--- src/common/tcr_pkg.sv ---
package tcr_pkg;
  // Device select: bits 0..3 fixed, bits 4..5 strapped
  localparam logic [3:0] DEV_FIXED      = 4'hD;
  // Instruction selects on bits 6..8
  localparam logic [2:0] OP_LOAD_DATA   = 3'h0;
  localparam logic [2:0] OP_READ_CMD    = 3'h1;
  localparam logic [2:0] OP_READ_DATA   = 3'h2;
  localparam logic [2:0] OP_LOAD_CMD    = 3'h4;
  // Command register field positions
  localparam int         CMD_UNIT_BIT   = 0;
  localparam int         CMD_DIR_BIT    = 1;
  localparam int         CMD_GO_BIT     = 2;
  localparam int         CMD_WRITE_BIT  = 3;
  localparam logic [3:0] CMD_RESET      = 4'h0;
  // Timing
  localparam int         CLK_HZ         = 25000000;
  localparam int         UTS_DELAY_MS   = 120;
  localparam int         UTS_CYCLES     = (CLK_HZ / 1000) * UTS_DELAY_MS;
  localparam int         CNT_W          = 22;

  typedef struct packed {
    logic sel_err;
    logic time_err;
    logic write_lockout;
  } tcr_drive_stat_t;

  typedef struct packed {
    logic xfer_ctl_a;
    logic xfer_ctl_b;
  } tcr_xfer_t;
endpackage : tcr_pkg

--- src/rtl/tcr_ctl.sv ---
`timescale 1ns/100ps
module tcr_ctl
  import tcr_pkg::*;
#(
  parameter int UTS_COUNT = UTS_CYCLES
) (
  input  wire logic            i_core_clk,
  input  wire logic            i_rst_b,
  input  wire logic            i_io_pause,
  input  wire logic [11:0]     i_memory_word_bits,
  input  wire logic [1:0]      i_dev_strap,
  input  wire logic [11:0]     i_ac,
  input  wire logic            i_exec_pulse_three,
  input  wire logic            i_exec_pulse_four,
  input  wire logic            i_data_pulse_zero,
  input  wire logic            i_initialize,
  input  wire logic            i_run,
  input  wire logic            i_power_ok,
  input  wire logic            i_format_mode_on,
  input  wire tcr_drive_stat_t i_drive_stat,
  input  wire logic            i_track_pulse,
  output logic                 o_device_match,
  output logic [7:0]           o_instr_sel,
  output tcr_xfer_t            o_xfer,
  output logic [11:0]          o_data_bus,
  output logic                 o_data_bus_en,
  output logic                 o_unit,
  output logic                 o_reverse,
  output logic                 o_go,
  output logic                 o_write_mode,
  output logic                 o_halt_all_drives,
  output logic                 o_word_write_gate,
  output logic                 o_speed_reached,
  output logic                 o_timing_track_gate,
  output logic                 o_change_pending,
  output logic                 o_mark_clear,
  output logic                 o_one_line_clear,
  output logic                 o_four_line_clear
);

  // Control and status pins and memory word bits pass two flops; i_ac and i_dev_strap are used without synchronising.
  localparam int NS = 21;
  logic [NS-1:0] s1_q, s2_q;
  logic [NS-1:0] pin_raw;
  assign pin_raw = {i_io_pause, i_exec_pulse_three, i_exec_pulse_four, i_data_pulse_zero,
                    i_initialize, i_run, i_power_ok, i_format_mode_on, i_drive_stat,
                    i_track_pulse, i_memory_word_bits[11:3]};

  always_ff @(posedge i_core_clk or negedge i_rst_b) begin
    if (!i_rst_b) begin
      s1_q <= '0;
      s2_q <= '0;
    end else begin
      s1_q <= pin_raw;
      s2_q <= s1_q;
    end
  end

  logic       pause_s, tp3_s, tp4_s, dtp0_s, init_s, run_s, pok_s, fmt_s, trk_s;
  logic       sel_err_s, time_err_s, wlock_s;
  logic [8:0] md_s;
  assign {pause_s, tp3_s, tp4_s, dtp0_s, init_s, run_s, pok_s, fmt_s,
          sel_err_s, time_err_s, wlock_s, trk_s, md_s} = s2_q;

  // Edge detect pulses so a wide pulse acts once
  logic tp3_d1_q, tp4_d1_q, dtp0_d1_q, trk_d1_q;
  always_ff @(posedge i_core_clk or negedge i_rst_b) begin
    if (!i_rst_b) begin
      tp3_d1_q  <= 1'b0;
      tp4_d1_q  <= 1'b0;
      dtp0_d1_q <= 1'b0;
      trk_d1_q  <= 1'b0;
    end else begin
      tp3_d1_q  <= tp3_s;
      tp4_d1_q  <= tp4_s;
      dtp0_d1_q <= dtp0_s;
      trk_d1_q  <= trk_s;
    end
  end
  logic tp3_rise, tp4_rise, dtp0_rise, trk_rise;
  assign tp3_rise  = tp3_s & ~tp3_d1_q;
  assign tp4_rise  = tp4_s & ~tp4_d1_q;
  assign dtp0_rise = dtp0_s & ~dtp0_d1_q;
  assign trk_rise  = trk_s & ~trk_d1_q;

  function automatic logic [7:0] one_of_eight(input logic [2:0] code);
    one_of_eight = 8'h01 << code;
  endfunction : one_of_eight

  // md_s[8:0] holds bits 0..8; bit 0 is md_s[8] (bit 0 is MSB)
  logic       match;
  logic [2:0] op;
  logic [7:0] sel;
  assign op    = {md_s[2], md_s[1], md_s[0]};
  assign match = pause_s && (md_s[8:5] == DEV_FIXED) && (md_s[4:3] == i_dev_strap);
  assign sel   = match ? one_of_eight(op) : 8'h00;

  logic ld_cmd, ld_data, rd_cmd, rd_data;
  assign ld_cmd  = sel[OP_LOAD_CMD];
  assign ld_data = sel[OP_LOAD_DATA];
  assign rd_cmd  = sel[OP_READ_CMD];
  assign rd_data = sel[OP_READ_DATA];

  always_comb begin
    o_xfer = '{xfer_ctl_a: 1'b1, xfer_ctl_b: 1'b1};
    if (ld_cmd) begin
      o_xfer = '{xfer_ctl_a: 1'b0, xfer_ctl_b: 1'b1};
    end else if (rd_cmd || rd_data) begin
      o_xfer = '{xfer_ctl_a: 1'b0, xfer_ctl_b: 1'b0};
    end
  end
  assign o_device_match = match;
  assign o_instr_sel    = sel;

  logic clear_all;
  assign clear_all = init_s;

  // Command register
  logic [3:0] cmd_q;
  logic       ld_exec;
  logic       cmd_change;
  logic       wr_kill;
  assign ld_exec    = ld_cmd && tp3_rise;
  assign cmd_change = ld_exec && (cmd_q[2:0] != i_ac[2:0]);
  assign wr_kill    = sel_err_s | time_err_s | wlock_s | ~pok_s | ~run_s;

  always_ff @(posedge i_core_clk or negedge i_rst_b) begin
    if (!i_rst_b) begin
      cmd_q <= CMD_RESET;
    end else if (clear_all) begin
      cmd_q <= CMD_RESET;
    end else begin
      if (ld_exec) begin
        cmd_q[CMD_UNIT_BIT]  <= i_ac[0];
        cmd_q[CMD_DIR_BIT]   <= i_ac[1];
        cmd_q[CMD_GO_BIT]    <= i_ac[2];
        cmd_q[CMD_WRITE_BIT] <= i_ac[3];
      end
      if (!run_s) begin
        cmd_q[CMD_GO_BIT] <= 1'b0;
      end
      if (wr_kill) begin
        cmd_q[CMD_WRITE_BIT] <= 1'b0;
      end
    end
  end

  // Go latched on pulse four so unit select settles first
  logic go_lat_q;
  always_ff @(posedge i_core_clk or negedge i_rst_b) begin
    if (!i_rst_b) begin
      go_lat_q <= 1'b0;
    end else if (clear_all || !run_s) begin
      go_lat_q <= 1'b0;
    end else if (tp4_rise) begin
      go_lat_q <= cmd_q[CMD_GO_BIT];
    end
  end

  // Change pending and up-to-speed delay
  logic                chg_q;
  logic                spd_q;
  logic [CNT_W-1:0]    cnt_q;
  logic                timing_q;
  always_ff @(posedge i_core_clk or negedge i_rst_b) begin
    if (!i_rst_b) begin
      chg_q <= 1'b0;
    end else if (clear_all) begin
      chg_q <= 1'b0;
    end else if (cmd_change) begin
      chg_q <= 1'b1;
    end else if (tp4_rise && chg_q) begin
      chg_q <= 1'b0;
    end
  end

  // Counter restarts on every change, so timeout runs from the last load that changed bits 0..2
  always_ff @(posedge i_core_clk or negedge i_rst_b) begin
    if (!i_rst_b) begin
      cnt_q    <= '0;
      timing_q <= 1'b0;
    end else if (clear_all) begin
      cnt_q    <= '0;
      timing_q <= 1'b0;
    end else if (chg_q) begin
      cnt_q    <= '0;
      timing_q <= 1'b1;
    end else if (timing_q) begin
      if (cnt_q == CNT_W'(UTS_COUNT - 1)) begin
        timing_q <= 1'b0;
      end else begin
        cnt_q <= cnt_q + 1'b1;
      end
    end
  end

  always_ff @(posedge i_core_clk or negedge i_rst_b) begin
    if (!i_rst_b) begin
      spd_q <= 1'b0;
    end else if (clear_all || cmd_change || chg_q || !run_s || !cmd_q[CMD_GO_BIT]) begin
      spd_q <= 1'b0;
    end else if (timing_q && cnt_q == CNT_W'(UTS_COUNT - 1)) begin
      spd_q <= cmd_q[CMD_GO_BIT];
    end
  end

  // Track gate opens on first track pulse after speed reached
  always_ff @(posedge i_core_clk or negedge i_rst_b) begin
    if (!i_rst_b) begin
      o_timing_track_gate <= 1'b0;
    end else if (!spd_q) begin
      o_timing_track_gate <= 1'b0;
    end else if (trk_rise) begin
      o_timing_track_gate <= 1'b1;
    end
  end

  // Write latch: set at data pulse zero while write mode held
  logic wr_lat_q;
  always_ff @(posedge i_core_clk or negedge i_rst_b) begin
    if (!i_rst_b) begin
      wr_lat_q <= 1'b0;
    end else if (!cmd_q[CMD_WRITE_BIT]) begin
      wr_lat_q <= 1'b0;
    end else if (dtp0_rise) begin
      wr_lat_q <= 1'b1;
    end
  end

  // Read-command returns the register; load-command leaves the bus disabled
  always_ff @(posedge i_core_clk or negedge i_rst_b) begin
    if (!i_rst_b) begin
      o_data_bus    <= '0;
      o_data_bus_en <= 1'b0;
    end else begin
      o_data_bus_en <= rd_cmd;
      o_data_bus    <= rd_cmd ? {8'h00, cmd_q} : 12'h000;
    end
  end

  assign o_unit            = cmd_q[CMD_UNIT_BIT];
  assign o_reverse         = cmd_q[CMD_DIR_BIT];
  assign o_write_mode      = cmd_q[CMD_WRITE_BIT];
  assign o_go              = go_lat_q & pok_s & run_s;
  assign o_halt_all_drives = ~run_s;
  assign o_word_write_gate = wr_lat_q & ~fmt_s & pok_s & spd_q;
  assign o_speed_reached   = spd_q;
  assign o_change_pending  = chg_q;
  assign o_mark_clear      = chg_q & tp4_rise;
  assign o_one_line_clear  = ~spd_q | clear_all | (tp3_rise & (ld_data | rd_cmd | rd_data));
  assign o_four_line_clear = o_one_line_clear;

  a_go_needs_power: assert property (@(posedge i_core_clk) disable iff (!i_rst_b)
    o_go |-> pok_s && run_s) else $error("go without power or run");
  a_run_loss_go: assert property (@(posedge i_core_clk) disable iff (!i_rst_b)
    !run_s |=> !cmd_q[CMD_GO_BIT]) else $error("go kept after run loss");
  a_wr_kill: assert property (@(posedge i_core_clk) disable iff (!i_rst_b)
    wr_kill |=> !o_write_mode) else $error("write not cleared");
  a_ld_cmd_bits: assert property (@(posedge i_core_clk) disable iff (!i_rst_b)
    ld_exec && !clear_all && run_s && !wr_kill |=> cmd_q == $past(i_ac[3:0]))
    else $error("command load wrong");
  a_change_clears: assert property (@(posedge i_core_clk) disable iff (!i_rst_b)
    cmd_change |=> !spd_q ##1 !spd_q) else $error("speed not cleared");
  a_speed_go: assert property (@(posedge i_core_clk) disable iff (!i_rst_b)
    spd_q |-> cmd_q[CMD_GO_BIT]) else $error("speed without go");
  a_wgate_speed: assert property (@(posedge i_core_clk) disable iff (!i_rst_b)
    o_word_write_gate |-> spd_q && !fmt_s) else $error("write gate early");
  a_track_gate: assert property (@(posedge i_core_clk) disable iff (!i_rst_b)
    $fell(spd_q) |=> !o_timing_track_gate) else $error("track gate kept");
  a_xfer_load: assert property (@(posedge i_core_clk) disable iff (!i_rst_b)
    ld_cmd |-> !o_xfer.xfer_ctl_a && o_xfer.xfer_ctl_b) else $error("xfer lines wrong");
  a_mark_clear: assert property (@(posedge i_core_clk) disable iff (!i_rst_b)
    chg_q && tp4_rise |-> o_mark_clear)
    else $error("mark clear missing");
  a_line_clear: assert property (@(posedge i_core_clk) disable iff (!i_rst_b)
    !spd_q |-> o_one_line_clear && o_four_line_clear)
    else $error("line flags not cleared");
  a_go_lat_hold: assert property (@(posedge i_core_clk) disable iff (!i_rst_b)
    !tp4_rise && !clear_all && run_s |=> $stable(go_lat_q))
    else $error("go latch moved early");
  a_go_lat_load: assert property (@(posedge i_core_clk) disable iff (!i_rst_b)
    tp4_rise && !clear_all && run_s |=> go_lat_q == $past(cmd_q[CMD_GO_BIT]))
    else $error("go latch not loaded");
  a_init_clears: assert property (@(posedge i_core_clk) disable iff (!i_rst_b)
    clear_all |=> cmd_q == CMD_RESET && !chg_q && !spd_q)
    else $error("initialize left state");
  a_pend_clear: assert property (@(posedge i_core_clk) disable iff (!i_rst_b)
    chg_q && tp4_rise && !cmd_change && !clear_all |=> !chg_q)
    else $error("pending not cleared");
  a_pend_set: assert property (@(posedge i_core_clk) disable iff (!i_rst_b)
    cmd_change && !clear_all |=> chg_q)
    else $error("pending not set");
  a_halt_run: assert property (@(posedge i_core_clk) disable iff (!i_rst_b)
    !run_s |-> o_halt_all_drives)
    else $error("halt missing");
  a_rd_cmd_bus: assert property (@(posedge i_core_clk) disable iff (!i_rst_b)
    rd_cmd |=> o_data_bus_en && o_data_bus == {8'h00, $past(cmd_q)})
    else $error("read command data wrong");
  a_rd_cmd_keep: assert property (@(posedge i_core_clk) disable iff (!i_rst_b)
    rd_cmd && !clear_all && run_s && !wr_kill |=> $stable(cmd_q))
    else $error("read command disturbed register");
  a_wlat_set: assert property (@(posedge i_core_clk) disable iff (!i_rst_b)
    dtp0_rise && cmd_q[CMD_WRITE_BIT] |=> wr_lat_q)
    else $error("write latch not set");
  a_wlat_clear: assert property (@(posedge i_core_clk) disable iff (!i_rst_b)
    !cmd_q[CMD_WRITE_BIT] |=> !wr_lat_q)
    else $error("write latch kept");
  a_spd_timeout: assert property (@(posedge i_core_clk) disable iff (!i_rst_b)
    timing_q && cnt_q == CNT_W'(UTS_COUNT - 1) && cmd_q[CMD_GO_BIT] && !clear_all
    && !cmd_change && !chg_q && run_s |=> spd_q) else $error("speed not reached");
  a_dev_match: assert property (@(posedge i_core_clk) disable iff (!i_rst_b)
    o_device_match |-> pause_s)
    else $error("match outside pause");
  a_instr_onehot: assert property (@(posedge i_core_clk) disable iff (!i_rst_b)
    match |-> $onehot(o_instr_sel))
    else $error("instruction select not one-hot");

endmodule : tcr_ctl

--- config.mk ---
export PLATFORM = sky130hd
export DESIGN_NAME = tcr_ctl
export DESIGN_NICKNAME = d
export VERILOG_FILES = /design/src/common/tcr_pkg.sv /design/src/rtl/tcr_ctl.sv
export SDC_FILE = /design/constraint.sdc
export NUM_CORES = 1
export LEC_CHECK = 0
export BUFFER_PORTS_ARGS = -buffer_cell sky130_fd_sc_hd__buf_2
export CAP_MARGIN = 20
export CORE_MARGIN = 1.5
export CORE_UTILIZATION = 25
export CTS_CLUSTER_DIAMETER = 60
export DETAILED_ROUTE_END_ITERATION = 6
export SYNTH_ARGS = -nofsm -noshare
export SYNTH_HDL_FRONTEND = slang
export SYNTH_SLANG_ARGS = --single-unit
--- constraint.sdc ---
create_clock -name i_core_clk -period 2.6 [get_ports i_core_clk]
set_clock_uncertainty 0.2 [all_clocks]
set_input_delay 0.39 -clock i_core_clk [delete_from_list [all_inputs] [get_ports i_core_clk]]
set_output_delay 0.39 -clock i_core_clk [all_outputs]
set_load 0.01 [all_outputs]
# --- After elaboration in Yosys (flattened, before gate mapping) ---
# Index checks and enable logic that the tools add are counted.
word_totals:
  out_inout_bits: 36
  elab_cells: 103
  inputBits: 40
  ff_bits: 83
classes:
  mux: 27
  bitwise_logic: 27
  n_addsub: 1
  n_reduce_logical: 21
  shift: 1
  n_eq_ne: 8
op_table:
  columns: ["op", "count"]
  rows:
  - ["two-way mux 22 bit", 4]
  - ["adder 22 x 1 -> 22 bit, second input constant", 1]
  - ["== test 22 bit, second input constant", 1]
  - ["two-way mux 1 bit", 17]
  - ["two-way mux 4 bit", 3]
  - ["bitwise AND 1 bit", 11]
  - ["nonzero test 3 bit", 3]
  - ["two-way mux 8 bit", 1]
  - ["NOT 1 bit", 8]
  - ["bitwise OR 1 bit", 8]
  - ["<< shifter 1 x 3 -> 8 bit, first input constant", 1]
  - ["logical AND 1 bit", 6]
  - ["logical OR 1 bit", 6]
  - ["nonzero test 2 bit", 3]
  - ["== test 4 bit, second input constant", 1]
  - ["two-way mux 2 bit", 2]
  - ["inequality test 2 bit, second input constant", 2]
  - ["inequality test 3 x 1 -> 1 bit, second input constant", 1]
  - ["inequality test 3 bit", 1]
  - ["inequality test 3 bit, second input constant", 1]
  - ["== test 2 bit", 1]
  - ["logical NOT 1 bit", 2]
  - ["AND reduction 2 bit", 1]

# --- Longest topological paths before layout ---
logic_depth:
  ltp_word: 11
  mapped_depth: 7
  ltp_nobuf: 5

# --- Worst setup path after synthesis ---
# Ideal clock, no wire load.
synth_timing:
  path_kind: "input-to-output"
  startpoint: "input port i_dev_strap[1]"
  endpoint: "output port o_one_line_clear"
  slack_ns: 0.045
  arrival_ns: 1.965
  n_path_buf: 2
  stages: 7
  t_required_ns: 2.010
  cell_sequence: "xor2_1 or4_1 clkbuf_1 clkinv_1 nand2b_1 o21ai_0 buf_4"
synth_via:
  elab_chain_cells: 7
synth_rtl:
  columns: ["item", "line", "text"]
  rows:
  - ["from (decl)", "tcr_ctl.sv:11", "input wire logic [1:0] i_dev_strap,"]
  - ["== test 2 bit *", "tcr_ctl.sv:95", "assign match = pause_s && (md_s[8:5] == DEV_FIXED) && (md_s[4:3] == i_dev_strap);"]
  - ["logical AND 1 bit *", "tcr_ctl.sv:95", null]
  - ["via o_device_match", "tcr_ctl.sv:22", "output logic o_device_match,"]
  - ["two-way mux 8 bit *", "tcr_ctl.sv:96", "assign sel = match ? one_of_eight(op) : 8'h00;"]
  - ["bitwise OR 1 bit", "tcr_ctl.sv:250", "assign o_one_line_clear = ~spd_q | clear_all | (tp3_rise & (ld_data | rd_cmd | rd_data));"]
  - ["bitwise OR 1 bit *", "tcr_ctl.sv:250", null]
  - ["bitwise AND 1 bit *", "tcr_ctl.sv:250", null]
  - ["bitwise OR 1 bit *", "tcr_ctl.sv:250", null]
  - ["to (decl)", "tcr_ctl.sv:37", "output logic o_one_line_clear,"]
# Mark *: on every way through the listed nets, which the timed path passes. The rest lies on a longest branch.

# --- Worst setup path after layout ---
layout_timing:
  startpoint: "register s2_q[8]"
  endpoint: "output port o_one_line_clear"
layout_via:
  elab_chain_cells: 8
layout_rtl:
  columns: ["item", "line", "text"]
  rows:
  - ["from (decl)", "tcr_ctl.sv:43", "logic [NS-1:0] s1_q, s2_q;"]
  - ["from (signal assigned)", "tcr_ctl.sv:55", "s2_q <= s1_q;"]
  - ["== test 4 bit *", "tcr_ctl.sv:95", null]
  - ["logical AND 1 bit * (2 in a row)", "tcr_ctl.sv:95", null]
  - ["two-way mux 8 bit *", "tcr_ctl.sv:96", null]
  - ["bitwise OR 1 bit", "tcr_ctl.sv:250", null]
  - ["bitwise OR 1 bit *", "tcr_ctl.sv:250", null]
  - ["bitwise AND 1 bit *", "tcr_ctl.sv:250", null]
  - ["bitwise OR 1 bit *", "tcr_ctl.sv:250", null]
# Mark *: on every way between the ends. The rest lies on a longest branch, timed or not.

==> metrics.md <==
| Metric | Value |
|---|---|
| Pleak | `1.911 nW` |
| Power Density | `601.6 mW/mm^2` |
| Post-synth top flop | `dfrtp_1` |
| Hpwl dp | `4.863 mm` |
| First-pass GRT wire length | `12.05 mm` |
| Iteration count of the initial detailed-routing pass | `4` |
| Worst-path cell chain | `nand4_1 -> or4_4 -> clkinv_1 -> nand2b_1 -> o21ai_2 -> buf_2` |
| Share of layout cells above drive strength 1 | `0.2281` |
| CTS max path bufs | `2` |
| Min Tclk post-route | `2.485 ns` |
| Clock buffer count from CTS | `9` |
| Core ar. | `0.01277 sq mm` |
| DRC | `0` |
| Core Rows | `41` |
| Worst-Margin Slew | `0.5929 ns` |
| Status | `finished clean` |
| Initial Utilization | `0.2603` |
| Worst Hold Launch | `i_ac[3]` |
| Yosys top cell area share | `0.6248` |
| DR vias/cell | `4.492` |
| Worst-path maximum fanout | `5` |
| All-Layer GR Usage | `0.1062` |
| Final hold vios | `0` |
| Number of synthesized flops with an enable pin | `0` |
| DP Area | `0.003816 sq mm` |
| Initial antenna violation count | `0` |
| Vias | `2466` |
| Critical path's top delay family | `simple AND/OR/NAND/NOR gates` |
| Total Nets Final | `413` |
| Setup WS post-layout | `0.1152 ns` |
| Die area | `0.01400 sq mm` |
| RePlAce Congestion | `0.8233` |
| Seq cells post-synth | `83` |
| Count of clock tree sinks | `83` |
| Worst Setup Path Type | `reg -> out` |
| Cell taking the most area after synthesis | `dfrtp_1` |
| Final setup fails | `0` |
| Crit-path slowest cell | `or4_4` |
| CP Data Arrival Time | `1.89 ns` |
| Vias in the first global route | `2627` |
| Placed cell count | `511` |
| Quantity of I/O buffers inserted on ports | `56` |
| Register area share after synthesis | `0.6248` |
| Synth area leaders | `dfrtp_1, nand2_1, mux2i_1, buf_4, a21oi_1` |
| Post-route cell area | `0.004322 sq mm` |
| H-tree depth | `3` |
| Clk Latency, worst-skew pair | `0.33 ns` |
| Dpl ws | `0.1524 ns` |
| DRT antenna net count | `0` |
| Top-Level Pins | `76` |
| Max Freq | `402.5 MHz` |
| Die Width | `118.3 microns` |
| Crit Reg-Reg Startpoint | `cnt_q[13]` |
| Max Transition Viols Final | `0` |
| N_diodes | `0` |
| Asr flop ratio synth | `1.000` |
| Hold Path Class | `in -> reg` |
| Cell Area, Synth | `0.003324 sq mm` |
| Rel. slew slack | `0.6048` |
| DR iter-0 viols | `111` |
| Max Cap Viol | `0` |
| Worst VDD drop | `0.0003828 V` |
| Avg WL per Cell | `12.61 microns` |
| CTS tree | `built` |
| Drt total wl | `6.925 mm` |
| Worst EP required | `2.01 ns` |
| Period Utilization, post-route | `0.9557` |
| Crit path launch type | `flip-flop` |
| Post-Layout Cell Count | `549` |
| Yosys synthesis warning count | `0` |
| Leading cell types by count after synthesis | `dfrtp_1, nand2_1, nor2_1` |
| Mapped Avg Cell Area | `11.66 sq um` |
| Post-layout util | `0.3383` |
| Area grow syn2layout | `30.00%` |
| DIE HEIGHT | `118.3 microns` |
| CP Launch Point | `s2_q[8]` |
| Synth unique cells | `48` |
| Cells after synthesis | `285` |
| Count leader, synth | `dfrtp_1` |
| Total gr overflow | `0` |
| Critical path endpoint category | `output pin` |
| WHS | `0.1135 ns` |
| Crit path buffers/inverters | `2` |
| Root buffer cell | `clkbuf_16` |
| Clock-pin slew of the registers on the worst-case setup and hold paths | `0.06 ns` |
| Crit path largest cell delay | `0.55 ns` |
| Largest net degree at the start of global routing | `50` |
-- layout by cell type (no fill, tap or decap), types with 2 or more instances in the layout --
cell type and n:
or3_1 9, a31oi_1 2, or4_1 7, o21a_1 3, dlygate4sd3_1 22, and2_1 7
clkbuf_1 2, mux2i_1 7, nor4b_1 2, o211ai_1 5, a21oi_1 13, buf_2 55
dfrtp_1 83, clkinv_2 2, and4_1 2, nand3_1 12, clkbuf_16 9, o21ai_0 11
or4_4 2, nor2b_1 3, and4b_1 2, nor2_1 14, conb_1 8, nand2_1 23
nand2b_1 6, buf_4 6, xor2_1 4, nor3_1 6, inv_1 5, xnor2_1 3
nand4_1 9, and3_1 5, nor4_1 3
-- area by class of cell --
type	instances	area (sq um)
fill	1259	8452
sequential	83	2077
multi-input combinational	188	1174
timing repair buffer	84	560.5
clock buffer	12	246.5
tap	172	215.2
clock inverter	4	26.28
inverter	6	22.52
-- worst register-to-register path: stages (launching register included) --
cell and delay (ns):
dfrtp_1 0.43, or4_4 0.58, nor4_4 0.51, a21oi_2 0.19
a311oi_2 0.29
-- path summary, 6_finish.rpt --
check / to / slack (ns) / cells past startpoint
max in group asynchronous: cnt_q[16] / 1.18 / 3
min in group asynchronous: s1_q[10] / 0.43 / 2
hold reg to reg: s2_q[8] / 0.15 / 0
hold / removal: cmd_q[3] / 0.11 / 3
setup / recovery: o_one_line_clear / 0.12 / 6
setup reg to reg: cnt_q[4] / 0.30 / 4
-- sequential cells by signal (all words and copies together), names as in the netlist, 4 cells and up --
signal and flops:
cnt_q 22, s1_q 21, s2_q 21, cmd_q 4, o_data_bus 4
-- power by group --
group	total (mW)	internal (mW)	leakage, nW	switching (mW)
registers	1.34	1.33	1.05	0.0143
logic	0.117	0.0545	0.725	0.0623
clock network	1.14	0.671	0.133	0.470
total	2.60	2.05	1.91	0.546
-- layer usage --
metal | global-route usage | part of all wire | up-vias
li1 | - | - | 1183
met1 | 0.1288 | 0.45 | 1200
met2 | 0.1784 | 0.49 | 77
met3 | 0.02751 | 0.046 | 6
met4 | 0.04421 | 0.013 | 0
met5 | 0 | 0 | -
-- timing repair --
action | in CTS | in global routing
setup buffers | 0 | 0
pin swaps | 0 | 1
hold endpoints to repair | 69 | 0
gates resized for setup | 1 | 3
endpoints found under the setup margin | 2 | 7
hold buffers | 22 | 0
gates cloned | 0 | 0
-- through the flow --
stage / power (mW) / TNS, ns
after floorplan: 1.402 / 0
after global routing: 2.711 / -0.004419
after CTS: 2.638 / 0
after global placement: 1.456 / 0
final: 2.600 / 0
after detailed placement: 1.459 / 0
-- cells by family after synthesis --
| kind of cell | count (synthesis) | synth area share |
|---|---|---|
| simple gates | 121 | 0.2126 |
| compound gates | 44 | 0.08431 |
| mux | 7 | 0.02108 |
| fa+ha+maj | 1 | 0.003763 |
| flops | 83 | 0.6248 |
| buf+inv | 21 | 0.03387 |
| xor+xnor | 7 | 0.01844 |
| other cells | 1 | 0.001128 |
No activity file was read; power rests on OpenSTA's default activity.
